--- src/rtl/bchr_map.svh ---
`ifndef BCHR_MAP_SVH
`define BCHR_MAP_SVH
// register word offsets (byte addresses)
`define BCHR_OFS_CMD_STAT 8'h04
`define BCHR_OFS_REV_CLASS 8'h08
`define BCHR_OFS_CACHE_HDR 8'h0c
`define BCHR_OFS_BUS 8'h18
// command half-word control bits
`define BCHR_CMD_PERR_BIT 6
`define BCHR_CMD_SERR_BIT 8
// status bits, word positions
`define BCHR_ST_INTX_BIT 19
`define BCHR_ST_CAPL_BIT 20
`define BCHR_ST_MDPE_BIT 24
`define BCHR_ST_STA_BIT 27
`define BCHR_ST_RTA_BIT 28
`define BCHR_ST_RMA_BIT 29
`define BCHR_ST_SSE_BIT 30
`define BCHR_ST_DPE_BIT 31
// fixed read values
`define BCHR_CAPL_VAL 1'b1
`define BCHR_INTX_VAL 1'b0
`define BCHR_PROG_IF 8'h00
`define BCHR_SUB_CLASS 8'h04
`define BCHR_BASE_CLASS 8'h06
`define BCHR_HDR_TYPE 8'h01
`define BCHR_LAT_TIMER 8'h00
// reset values
`define BCHR_RST_BYTE 8'h00
`define BCHR_RST_WORD 32'h0000_0000
`endif

--- src/rtl/bchr_pkg.sv ---
`default_nettype none
package bchr_pkg;
  // event strobes from the port's transaction logic
  typedef struct packed {
    logic parity;
    logic ca_sent;
    logic ca_rcvd;
    logic ur_rcvd;
    logic err_msg;
    logic poison;
  } bchr_evt_t;
  // sticky status flags
  typedef struct packed {
    logic dpe;
    logic sse;
    logic rma;
    logic rta;
    logic sta;
    logic mdpe;
  } bchr_flags_t;
  // bus number triple
  typedef struct packed {
    logic [7:0] highest;
    logic [7:0] downstream;
    logic [7:0] upstream;
  } bchr_bus_t;
  // whole block state
  typedef struct packed {
    logic [31:0] rdata;
    logic perr_en;
    logic serr_en;
    logic [7:0] cache_line;
    bchr_bus_t bus;
    bchr_flags_t flags;
  } bchr_state_t;
endpackage : bchr_pkg
`default_nettype wire

--- src/rtl/bchr_regs.sv ---
`include "bchr_map.svh"
`default_nettype none

// What this block does
// - interrupt pending bit always reads zero
// - capabilities list bit reads one
// - legacy speed and timing bits read zero
// - parity error on primary sets data-parity flag
// - no data-parity flag while response disabled
// - completer abort sent sets signaled abort
// - completer abort received sets target abort
// - unsupported request received sets master abort
// - error message with enable sets system error
// - poisoned packet received sets detected parity
// - class code reads 06h 04h 00h
// - cache line byte writable, no effect
// - both latency timers read zero
// - header type reads 01h
// - upstream bus number writable, resets zero
// - downstream bus number writable, resets zero
// - highest bus number writable, resets zero
// - revision identifier fixed, read only
// - system error enable gates error reporting
// - parity response enable steers parity action
module bchr_regs
  import bchr_pkg::*;
#(
  // revision code, value arbitrary
  parameter logic [7:0] REV_ID = 8'h3c
) (
  // clock, reset, enable
  input wire logic sys_clk,
  input wire logic rst_b,
  input wire logic clk_en,
  // register port
  input wire logic [7:0] reg_addr,
  input wire logic [31:0] reg_wdata,
  input wire logic reg_wr,
  input wire logic reg_rd,
  output logic [31:0] reg_rdata,
  // transaction events
  input wire bchr_evt_t evt,
  // control out to port logic
  output logic perr_resp_en,
  output logic serr_en,
  output bchr_bus_t bus_num,
  output bchr_flags_t status_flags
);

  // registered and next state
  bchr_state_t st_q;
  bchr_state_t st_d;

  // decoded writes
  logic wr_cmd;
  logic wr_cache;
  logic wr_bus;
  // read word before the flop
  logic [31:0] rd_word;
  // status half-word view
  logic [15:0] stat_hw;
  // flag set terms
  bchr_flags_t set_v;
  // flag clear terms
  bchr_flags_t clr_v;

  // write address decode
  assign wr_cmd = reg_wr && (reg_addr == `BCHR_OFS_CMD_STAT);
  assign wr_cache = reg_wr && (reg_addr == `BCHR_OFS_CACHE_HDR);
  assign wr_bus = reg_wr && (reg_addr == `BCHR_OFS_BUS);

  // status half-word assembly
  always_comb begin
    stat_hw = 16'h0000; // reserved stay zero
    stat_hw[`BCHR_ST_INTX_BIT-16] = `BCHR_INTX_VAL;
    stat_hw[`BCHR_ST_CAPL_BIT-16] = `BCHR_CAPL_VAL;
    // 66 MHz, fast b2b, select timing left zero
    stat_hw[`BCHR_ST_MDPE_BIT-16] = st_q.flags.mdpe;
    stat_hw[`BCHR_ST_STA_BIT-16] = st_q.flags.sta;
    stat_hw[`BCHR_ST_RTA_BIT-16] = st_q.flags.rta;
    stat_hw[`BCHR_ST_RMA_BIT-16] = st_q.flags.rma;
    stat_hw[`BCHR_ST_SSE_BIT-16] = st_q.flags.sse;
    stat_hw[`BCHR_ST_DPE_BIT-16] = st_q.flags.dpe;
  end

  // read data mux
  always_comb begin
    rd_word = `BCHR_RST_WORD;
    unique case (reg_addr)
      `BCHR_OFS_CMD_STAT: begin
        // command bits we hold, the rest zero
        rd_word[`BCHR_CMD_PERR_BIT] = st_q.perr_en;
        rd_word[`BCHR_CMD_SERR_BIT] = st_q.serr_en;
        rd_word[31:16] = stat_hw;
      end
      `BCHR_OFS_REV_CLASS: begin
        // revision and class code
        rd_word = {`BCHR_BASE_CLASS, `BCHR_SUB_CLASS,
                   `BCHR_PROG_IF, REV_ID};
      end
      `BCHR_OFS_CACHE_HDR: begin
        // cache line, latency, header type
        rd_word = {8'h00, `BCHR_HDR_TYPE,
                   `BCHR_LAT_TIMER, st_q.cache_line};
      end
      `BCHR_OFS_BUS: begin
        // bus numbers, latency timer on top
        rd_word = {`BCHR_LAT_TIMER, st_q.bus};
      end
      default: begin
        // unmapped reads as zero
        rd_word = `BCHR_RST_WORD;
      end
    endcase
  end

  // event set terms
  always_comb begin
    set_v = '0;
    // parity only with response enabled
    set_v.mdpe = evt.parity && st_q.perr_en;
    set_v.sta = evt.ca_sent;
    set_v.rta = evt.ca_rcvd;
    set_v.rma = evt.ur_rcvd;
    set_v.sse = evt.err_msg && st_q.serr_en;
    set_v.dpe = evt.poison;
  end

  // software clear terms, clearable flags only
  always_comb begin
    clr_v = '0;
    if (wr_cmd) begin
      clr_v.mdpe = reg_wdata[`BCHR_ST_MDPE_BIT];
      clr_v.sse = reg_wdata[`BCHR_ST_SSE_BIT];
      clr_v.dpe = reg_wdata[`BCHR_ST_DPE_BIT];
    end
  end

  // next state
  always_comb begin
    st_d = st_q;
    // data stands only after a read
    st_d.rdata = reg_rd ? rd_word : `BCHR_RST_WORD;
    // control bits of the command half
    if (wr_cmd) begin
      st_d.perr_en = reg_wdata[`BCHR_CMD_PERR_BIT];
      st_d.serr_en = reg_wdata[`BCHR_CMD_SERR_BIT];
    end
    // cache line byte, storage only
    if (wr_cache) begin
      st_d.cache_line = reg_wdata[7:0];
    end
    // bus numbers, top byte read only
    if (wr_bus) begin
      st_d.bus = reg_wdata[23:0];
    end
    // set wins over clear
    st_d.flags = (st_q.flags & ~clr_v) | set_v;
  end

  // state register
  always_ff @(posedge sys_clk or negedge rst_b) begin
    if (!rst_b) begin
      st_q <= '0; // all fields reset to zero
    end else if (clk_en) begin
      st_q <= st_d;
    end
  end

  // outputs straight from flops
  assign reg_rdata = st_q.rdata;
  assign perr_resp_en = st_q.perr_en;
  assign serr_en = st_q.serr_en;
  assign bus_num = st_q.bus;
  assign status_flags = st_q.flags;
endmodule : bchr_regs
`default_nettype wire

--- config.mk ---
export PLATFORM = sky130hd
export DESIGN_NAME = bchr_regs
export DESIGN_NICKNAME = d
export VERILOG_FILES = /design/src/rtl/bchr_pkg.sv /design/src/rtl/bchr_regs.sv
export VERILOG_INCLUDE_DIRS = /design/src /design/src/rtl
export SDC_FILE = /design/constraint.sdc
export NUM_CORES = 1
export LEC_CHECK = 0
export BUFFER_PORTS_ARGS = -buffer_cell sky130_fd_sc_hd__buf_2
export CORE_ASPECT_RATIO = 1.1
export CORE_UTILIZATION = 40
export DETAILED_ROUTE_END_ITERATION = 16
export HOLD_SLACK_MARGIN = 0.1
export PLACE_DENSITY_LB_ADDON = 0.25
export SYNTH_ARGS = -nofsm -noshare
export SYNTH_HDL_FRONTEND = slang
export SYNTH_SLANG_ARGS = --single-unit
--- constraint.sdc ---
create_clock -name sys_clk -period 1.4 [get_ports sys_clk]
set_clock_uncertainty 0.05 [all_clocks]
set_input_delay 0.07 -clock sys_clk [delete_from_list [all_inputs] [get_ports sys_clk]]
set_output_delay 0.07 -clock sys_clk [all_outputs]
set_load 0.01 [all_outputs]
==> flow_metrics.env, run 1 <==
export IMPL_dr_pass1_iters=4
export IMPL_holdPathStages=4
export IMPL_finalCritPeriodShare=0.929
export IMPL_reg2reg_setup_slack_ps=350
export IMPL_grt_antenna_before_repair=0
export IMPL_post_route_drc_count=0
export IMPL_crit_required_ps=1570
export IMPL_p_seq_frac=0.487
export IMPL_io_pins=115
export IMPL_viasPerCell=4.79
export IMPL_critical_path_max_fanout=20
export IMPL_worstHoldPathType="primary input to flip-flop"
export IMPL_route_final_wire_length_um=7560
export IMPL_clkSlewWorstSetupHoldPaths_ps=70
export IMPL_clock_latency_ps=330
export IMPL_cpMaxStageDelayCell="or3_4"
export IMPL_num_rows=35
export IMPL_io_buffers=109
export IMPL_cp_num_buf_inv=2
export IMPL_slowest_delay_ps=410
export IMPL_worst_pin_slew_ps=376
export IMPL_dp_cells=461
export IMPL_gr_total_overflow=0
export IMPL_synthesis_area_um2=3460
export IMPL_p_leak_nw=2.29
export IMPL_coreArea_um2=8410
export IMPL_cts_tree="done"
export IMPL_root_buffer="clkbuf_8"
export IMPL_power_per_cell_area_nw_per_um2=967
export IMPL_dominantRegCellSynth="dfrtp_1"
export IMPL_yosysMostFrequentCell="dfrtp_1"
export IMPL_first_global_vias=2517
export IMPL_initial_core_util=0.412
export IMPL_dp_hpwl_um=5220
export IMPL_grt_first_pass_wirelength_um=12700
export IMPL_reg2reg_to="reg_rdata[6]$_DFFE_PN0P_"
export IMPL_gp_congestion=0.818
export IMPL_reg2reg_from="bus_num[6]$_DFFE_PN0P_"
export IMPL_clockBufferDepth=2
export IMPL_grtUsageTotal=0.180
export IMPL_die_y_um=99.6
export IMPL_worst_setup_path_type="primary input to flip-flop"
export IMPL_grt_max_degree=72
export IMPL_yosys_register_bits=71
export IMPL_place_area_um2=3850
export IMPL_power_frac_comb=0.092
export IMPL_cap_violations=0
export IMPL_layout_drive_gt1_share=0.465
export IMPL_fp_dieW_um=90.7
export IMPL_vias=2467
export IMPL_path_cells="buf_2 -> or3_4 -> nor4_4 -> buf_12 -> mux2_2"
export IMPL_hold_violations=0
export IMPL_numCtsBuffers=9
export IMPL_yosys_top_cells_area="dfrtp_1 51%, buf_4 13%, mux2_2 11%"
export IMPL_yosys_warnings=0
export IMPL_critPathLaunchType="primary input"
export IMPL_clock_power_share=0.421
export IMPL_status="finished, final reports clean"
export IMPL_syn_area_per_cell_um2=11.8
export IMPL_synthArstFlopShare=1.00
export IMPL_r2r_cells=3
export IMPL_max_freq_mhz=769
export IMPL_synth_seq_area_share=0.513
export IMPL_final_area_um2=4450
export IMPL_die_area_um2=9040
export IMPL_finalSetupTns_ps=0
export IMPL_synthToLayoutAreaGrowth_pct=28.5
export IMPL_cts_setup_buffers=0
export IMPL_min_period_ps=1300
export IMPL_wl_per_cell_um=14.7
export IMPL_cts_sinks=71
export IMPL_fin_util=0.530
export IMPL_finalMaxSlewViolations=0
export IMPL_synth_top_area_frac=0.513
export IMPL_fin_nets=450
export IMPL_hp_start="clk_en"
export IMPL_rsz0062_at_grt="no"
export IMPL_swShare=0.224
export IMPL_hold_end="reg_rdata[14]$_DFFE_PN0P_"
export IMPL_p_switching_w=0.000966
export IMPL_setup_violations=0
export IMPL_end_kind="flip-flop"
export IMPL_drt_iter0_drc=64
export IMPL_synth_cell_type_count=33
export IMPL_n_antenna_cell=0
export IMPL_cp_startpoint="reg_addr[5]"
export IMPL_synthTopCellsByCount="71 x dfrtp_1, 62 x buf_4, 33 x mux2_2"
export IMPL_crit_family="simple AND/OR/NAND/NOR gates"
export IMPL_syn_inst=293
export IMPL_stdcell_count=515
export IMPL_p_int_w=0.00334
export IMPL_power_w=0.00430
export IMPL_ant_nets=0
export IMPL_yosysTopAreaCell="dfrtp_1"
export IMPL_htreeDepth=3
export IMPL_synth_edf_count=0
export IMPL_cts_hold_buf=38
export IMPL_max_slew_margin_rel=0.749
export IMPL_irDropWorstVdd_v=0.000410
export IMPL_ctsResizeCount=0
export IMPL_crit_arrival_ps=1470
export IMPL_syn_nets=344
layer usage:
| layer | global-route usage | vias to the layer above | routed length, um |
|---|---|---|---|
| met2 | 0.281 | 80 | 3380 |
| met4 | 0.0608 | 0 | 78 |
| met3 | 0.0436 | 7 | 443 |
| met5 | 0 | - | 0 |
| met1 | 0.246 | 1201 | 3660 |
| li1 | - | 1179 | - |
state kept, by name, indices dropped and copies added (netlist names):
register,count
reg_rdata,31
bus_num,24
st_q,8
status_flags,6
perr_resp_en,1
serr_en,1
area by class of cell:
type,instances,area (um2)
inverter,4,15.0
timing repair buffer,170,1140
multi-input combinational,143,1160
sequential,71,1780
clock buffer,11,141
clock inverter,5,81.3
tap,111,139
fill,805,3960
worst min-delay path, cell delays in order:
cell and delay (ps):
buf_2 110, buf_4 160, nand2_1 70, o2bb2ai_1 60
placed cells by master, fill, tap and decap left out, types with 5 or more instances in the layout:
cell           instances
o31ai_1                5
clkbuf_8              10
dlygate4sd3_1         38
o2bb2ai_1             22
nor2_1                 5
buf_2                108
nand3_1                6
mux2_4                 5
buf_4                 21
mux2_2                28
nand2_1               28
a21o_1                 5
dfrtp_1               71
power groups by stage:
| stage | clock network (W) | registers, W | logic, W |
|---|---|---|---|
| 6_report | 0.00181 | 0.00210 | 0.000396 |
| 5_1_grt | 0.00197 | 0.00210 | 0.000440 |
| 4_1_cts | 0.00187 | 0.00210 | 0.000403 |
| 3_5_place_dp | 0 | 0.00214 | 0.000320 |
| 3_3_place_gp | 0 | 0.00214 | 0.000315 |
| 2_1_floorplan | 0 | 0.00213 | 0.000149 |
through the flow:
stage          hold WS, ps  setup slack [ps]
2_1_floorplan         -276              -154
3_3_place_gp          60.8              -218
3_5_place_dp          63.2              -258
4_1_cts                100               104
5_1_grt                127              67.7
6_report               119              99.8
how the worst max path moves through the flow:
stage	end	slack, ps	cells after the start
6_report	bus_num[22]$_DFFE_PN0P_	100	5
5_1_grt	bus_num[14]$_DFFE_PN0P_	70	5
4_1_cts	bus_num[22]$_DFFE_PN0P_	100	5
3_5_place_dp	bus_num[14]$_DFFE_PN0P_	-260	5
3_3_place_gp	bus_num[15]$_DFFE_PN0P_	-220	5
2_1_floorplan	bus_num[10]$_DFFE_PN0P_	-150	4
cells by family (layout without fill, tap and decap cells):
kind of cell,count (synthesis),in the layout,synth area share
buffers and inverters,79,190,0.157
flip-flops,71,71,0.513
AND/OR/NAND/NOR,58,58,0.0935
AO/OA/AOI/OAI,51,51,0.126
multiplexers,34,34,0.111
Power figures use the tool's default switching activity.
==> run 2: changes to the inputs <==
--- a/config.mk
+++ b/config.mk
@@ -7,8 +7,10 @@
 export NUM_CORES = 1
 export LEC_CHECK = 0
 export BUFFER_PORTS_ARGS = -buffer_cell sky130_fd_sc_hd__buf_2
+export CELL_PAD_IN_SITES_DETAIL_PLACEMENT = 1
+export CELL_PAD_IN_SITES_GLOBAL_PLACEMENT = 1
 export CORE_ASPECT_RATIO = 1.1
-export CORE_UTILIZATION = 40
+export CORE_UTILIZATION = 39
 export DETAILED_ROUTE_END_ITERATION = 16
 export HOLD_SLACK_MARGIN = 0.1
 export PLACE_DENSITY_LB_ADDON = 0.25
==> run 2 against run 1 <==
  * Sequential share of layout area is essentially flat
  * Worst setup slack gained 15 ps
  * Largest cell class unchanged
  * Sequential cell count is the same
  * Combinational power is essentially flat
  * Register-to-register slack is essentially flat
  * Cell count shrank 0.39%
  * Utilization shrank 0.52 points
  * Non-clock buffer count shrank 2
==> flow_metrics.env, run 2 (synthesis results as in run 1) <==
export IMPL_status="finished, final reports clean"
export IMPL_path_cells="buf_2 -> or3_4 -> nor4_4 -> buf_4 -> mux2_2"
export IMPL_crit_arrival_ps=1460
export IMPL_clock_latency_ps=350
export IMPL_p_seq_frac=0.447
export IMPL_route_final_wire_length_um=8330
export IMPL_layout_commonest_cell="buf_2"
export IMPL_worstHoldPathType="primary input to flip-flop"
export IMPL_gp_congestion=0.716
export IMPL_post_route_drc_count=0
export IMPL_initial_core_util=0.408
export IMPL_reg2reg_setup_slack_ps=340
export IMPL_min_period_ps=1290
export IMPL_viasPerCell=4.88
export IMPL_end_kind="flip-flop"
export IMPL_die_area_um2=9270
export IMPL_grtUsageTotal=0.193
export IMPL_rsz0062_at_grt="no"
export IMPL_num_rows=35
export IMPL_ctsResizeCount=0
export IMPL_grt_antenna_before_repair=0
export IMPL_max_slew_margin_rel=0.746
export IMPL_htreeDepth=3
export IMPL_hold_violations=0
export IMPL_vias=2504
export IMPL_swShare=0.213
export IMPL_crit_family="simple AND/OR/NAND/NOR gates"
export IMPL_finalMaxSlewViolations=0
export IMPL_slowest_delay_ps=420
export IMPL_gr_total_overflow=0
export IMPL_coreArea_um2=8500
export IMPL_finalCritPeriodShare=0.918
export IMPL_holdWs_ps=139
export IMPL_max_freq_mhz=778
export IMPL_stdcell_count=513
export IMPL_cts_tree="done"
export IMPL_drt_iter0_drc=54
export IMPL_n_antenna_cell=0
export IMPL_io_buffers=109
export IMPL_ant_nets=0
export IMPL_p_int_w=0.00369
export IMPL_wl_per_cell_um=16.2
export IMPL_n_fill_cell=918
export IMPL_worst_setup_path_type="primary input to flip-flop"
export IMPL_p_leak_nw=2.30
export IMPL_irDropWorstVdd_v=0.000529
export IMPL_synthToLayoutAreaGrowth_pct=28.6
export IMPL_crit_required_ps=1580
export IMPL_cts_sinks=71
export IMPL_clkSlewWorstSetupHoldPaths_ps=70
export IMPL_setup_violations=0
export IMPL_die_y_um=101
export IMPL_largest_register_ffs=31
export IMPL_cap_violations=0
export IMPL_fp_dieW_um=91.9
export IMPL_critPathLaunchType="primary input"
export IMPL_fin_nets=448
export IMPL_first_global_vias=2576
export IMPL_clockBufferDepth=2
export IMPL_cp_num_buf_inv=2
export IMPL_layout_drive_gt1_share=0.468
export IMPL_numCtsBuffers=9
export IMPL_cpMaxStageDelayCell="or3_4"
export IMPL_grt_max_degree=72
export IMPL_grt_first_pass_wirelength_um=13700
export IMPL_power_per_cell_area_nw_per_um2=1050
export IMPL_worst_pin_slew_ps=381
export IMPL_critical_path_max_fanout=12
export IMPL_layout_common_cells="108 x buf_2, 71 x dfrtp_1, 36 x dlygate4sd3_1"
export IMPL_root_buffer="clkbuf_8"
export IMPL_io_pins=115
export IMPL_clock_power_share=0.469
export IMPL_dp_hpwl_um=5740
export IMPL_dr_pass1_iters=4
export IMPL_dp_cells=461
export IMPL_power_frac_comb=0.084
export IMPL_p_switching_w=0.00100
==> run 2: changes by cell type in the layout (fill, tap and decap cells not counted) <==
cell / previous run / this run
buf_4: 21 / 23
clkinv_2: 1 / 0
bufinv_16: 2 / 4
buf_12: 3 / 1
dlygate4sd3_1: 38 / 36
clkinvlp_4: 1 / 0
==> run 2: layout make-up <==
class | instances | area, um2 | share of cell area
repair buffers | 168 | 1090 | 0.245
clock buffers | 11 | 141 | 0.0317
inverters | 4 | 15.0 | 0.00337
flip-flops and latches | 71 | 1780 | 0.399
well taps | 111 | 139 | 0.0312
clock inverters | 5 | 129 | 0.0289
multi-input cells | 143 | 1160 | 0.261
==> run 2: what timing repair did <==
action / CTS / global route
endpoints found under the hold margin: 113 / 0
setup endpoints to repair: 0 / 0
hold buffers: 36 / 0
setup buffers: 0 / 0
==> run 2: stage by stage <==
stage	util	setup TNS (ps)	power, W	setup slack [ps]	cell area, um2
after floorplan	-	-4030	0.00228	-154	3490
after global routing	0.524	0	0.00487	72.0	4460
after CTS	0.524	0	0.00475	124	4460
after detailed placement	0.450	-8520	0.00246	-247	3820
after global placement	0.450	-7430	0.00245	-205	3820
final	0.524	0	0.00470	115	4460
==> run 2: per-layer routing <==
layer	up-vias	wire length (um)	GRT usage
met3	13	388	0.0392
li1	1179	-	-
met2	80	3900	0.315
met1	1232	3900	0.253
met4	0	135	0.0769
met5	-	0	0
==> run 2: path summary, 6_finish.rpt <==
check,from,to,cells after the start
min in group asynchronous,rst_b,reg_rdata[28]$_DFFE_PN0P_,3
worst min register to register,reg_rdata[23]$_DFFE_PN0P_,reg_rdata[23]$_DFFE_PN0P_,1
max in group asynchronous,rst_b,bus_num[18]$_DFFE_PN0P_,3
worst min-delay path,reg_rd,reg_rdata[2]$_DFFE_PN0P_,4
worst max-delay path,reg_addr[5],bus_num[17]$_DFFE_PN0P_,5
worst max register to register,bus_num[6]$_DFFE_PN0P_,reg_rdata[6]$_DFFE_PN0P_,3
==> run 2: power groups by stage <==
| stage | Clock, W | Combinational [W] | Sequential, W |
|---|---|---|---|
| after floorplan | 0 | 0.000149 | 0.00213 |
| after global placement | 0 | 0.000317 | 0.00214 |
| after detailed placement | 0 | 0.000323 | 0.00214 |
| after CTS | 0.00225 | 0.000401 | 0.00210 |
| after global routing | 0.00233 | 0.000437 | 0.00210 |
| final | 0.00220 | 0.000396 | 0.00210 |
==> run 2: worst min-delay path: cells and delay by family <==
family	cells	cell delay [ps]
and+or+nand+nor	2	220
AOI/OAI and AO/OA	1	90
buffers and inverters	1	110
==> run 3: changes to the inputs <==
--- a/config.mk
+++ b/config.mk
@@ -9,7 +9,6 @@
 export BUFFER_PORTS_ARGS = -buffer_cell sky130_fd_sc_hd__buf_2
 export CELL_PAD_IN_SITES_DETAIL_PLACEMENT = 1
 export CELL_PAD_IN_SITES_GLOBAL_PLACEMENT = 1
-export CORE_ASPECT_RATIO = 1.1
 export CORE_UTILIZATION = 39
 export DETAILED_ROUTE_END_ITERATION = 16
 export HOLD_SLACK_MARGIN = 0.1
==> run 3 against run 2 <==
  * Critical path depth stayed put
  * Register-to-register slack better by 20 ps
  * Cell count is 0.19% lower
  * Largest cell class unchanged
  * Die area hardly changed
  * Clock power is 36% lower
  * Sequential share of layout area is 0.71 points higher
  * Global-route usage is 0.70 points higher
==> flow_metrics.env, run 3 (synthesis results as in run 1) <==
export IMPL_clock_latency_ps=340
export IMPL_crit_required_ps=1570
export IMPL_drt_iter0_drc=44
export IMPL_largest_register_ffs=31
export IMPL_n_fill_cell=948
export IMPL_setup_violations=0
export IMPL_fin_nets=451
export IMPL_irDropWorstVdd_v=0.000376
export IMPL_met1_usage=0.259
export IMPL_critical_path_max_fanout=12
export IMPL_grt_first_pass_wirelength_um=13700
export IMPL_rsz0062_at_grt="no"
export IMPL_coreArea_um2=8680
export IMPL_p_leak_nw=2.27
export IMPL_worst_pin_slew_ps=435
export IMPL_swShare=0.245
export IMPL_min_period_ps=1300
export IMPL_grt_busiest_layer="met2"
export IMPL_max_freq_mhz=770
export IMPL_fp_dieW_um=96.3
export IMPL_p_seq_frac=0.535
export IMPL_root_buffer="clkbuf_8"
export IMPL_cts_sinks=71
export IMPL_finalMaxSlewViolations=0
export IMPL_multiInputGateArea_um2=1160
export IMPL_layout_common_cells="108 x buf_2, 71 x dfrtp_1, 35 x dlygate4sd3_1"
export IMPL_crit_arrival_ps=1470
export IMPL_stdcell_count=512
export IMPL_vias=2538
export IMPL_grtUsageTotal=0.200
export IMPL_dr_pass1_iters=4
export IMPL_die_area_um2=9260
export IMPL_gr_total_overflow=0
export IMPL_gp_congestion=0.765
export IMPL_post_route_drc_count=0
export IMPL_hold_violations=0
export IMPL_max_slew_margin_rel=0.710
export IMPL_n_antenna_cell=0
export IMPL_ant_nets=0
export IMPL_status="finished, final reports clean"
export IMPL_io_pins=115
export IMPL_grt_use_met3=0.0482
export IMPL_grt_max_degree=30
export IMPL_end_kind="flip-flop"
export IMPL_clkSlewWorstSetupHoldPaths_ps=70
export IMPL_critPathLaunchType="primary input"
export IMPL_p_int_w=0.00296
export IMPL_grt_antenna_before_repair=0
export IMPL_viasPerCell=4.96
export IMPL_finalCritPeriodShare=0.927
export IMPL_finalSetupTns_ps=0
export IMPL_numCtsBuffers=9
export IMPL_die_y_um=96.3
export IMPL_power_frac_comb=0.104
export IMPL_power_per_cell_area_nw_per_um2=896
export IMPL_layout_commonest_cell="buf_2"
export IMPL_p_switching_w=0.000961
export IMPL_dp_hpwl_um=6120
export IMPL_htreeDepth=3
export IMPL_dp_cells=462
export IMPL_grtUsageMet2=0.330
export IMPL_clock_power_share=0.360
export IMPL_layout_drive_gt1_share=0.473
export IMPL_holdWs_ps=128
export IMPL_wl_per_cell_um=16.8
export IMPL_cap_violations=0
export IMPL_regArea_um2=1780
export IMPL_first_global_vias=2707
export IMPL_num_rows=34
export IMPL_synthToLayoutAreaGrowth_pct=26.4
export IMPL_worstHoldPathType="primary input to flip-flop"
export IMPL_initial_core_util=0.399
export IMPL_worst_setup_path_type="primary input to flip-flop"
export IMPL_route_final_wire_length_um=8600
export IMPL_cts_tree="done"
export IMPL_clockBufferDepth=2
export IMPL_io_buffers=109
run 3: cell count changes in the layout (fill, tap and decap cells not counted), sizes merged:
cell,before,now
clkinv,1,3
dlygate4sd3,36,35
bufinv,4,0
clkinvlp,0,1
buf,132,136
run 3: cell type report:
type / count / share of cell area
multi-input cells: 143 / 0.265
clock buffers: 11 / 0.0323
flip-flops and latches: 71 / 0.406
well taps: 108 / 0.0309
inverters: 4 / 0.00343
clock inverters: 4 / 0.00514
repair buffers: 171 / 0.257
run 3: power groups by stage:
stage / sequential [W] / combinational (W) / clock, W
floorplan: 0.00213 / 0.000149 / 0
global placement: 0.00214 / 0.000328 / 0
global route: 0.00210 / 0.000455 / 0.00154
finish: 0.00210 / 0.000409 / 0.00141
CTS: 0.00210 / 0.000415 / 0.00148
detailed placement: 0.00214 / 0.000338 / 0
run 3: metrics by stage:
stage                     setup slack, ps  area (um2)  power [W]  utilization
after CTS                             119        4380    0.00400        0.504
after global routing                 52.9        4380    0.00410        0.504
final                                 102        4380    0.00392        0.504
after detailed placement             -249        3860    0.00248        0.445
after floorplan                      -154        3490    0.00228            -
after global placement               -216        3860    0.00247        0.445
run 3: repair_timing:
item                                   in CTS  in global routing
hold buffers                               35                  0
gates resized for setup                     0                  0
endpoints found under the hold margin     112                  0
setup buffers                               0                  0
setup endpoints to repair                   0                  0
run 3: worst max-delay path, cell delays in order:
cell and delay (ps):
buf_2 100, or3_4 420, nor4_4 240, buf_4 270, mux2_2 360
run 3: worst paths after layout:
path                                                  start                          end  slack (ps)  cells after the start
worst max-delay path                            reg_addr[5]      bus_num[23]$_DFFE_PN0P_         100                      5
worst min-delay path                                 clk_en     reg_rdata[9]$_DFFE_PN0P_         130                      4
worst max register to register       bus_num[6]$_DFFE_PN0P_     reg_rdata[6]$_DFFE_PN0P_         360                      3
worst min register to register  status_flags[3]$_DFFE_PN0P_  status_flags[3]$_DFFE_PN0P_         440                      1
max in group asynchronous                             rst_b      bus_num[14]$_DFFE_PN0P_         660                      3
min in group asynchronous                             rst_b  status_flags[5]$_DFFE_PN0P_         160                      2
run 3: metal layers:
layer | wire, um | vias to the layer above
li1 | - | 1184
met1 | 3890 | 1264
met4 | 116 | 0
met5 | 0 | -
met2 | 4190 | 80
met3 | 398 | 10
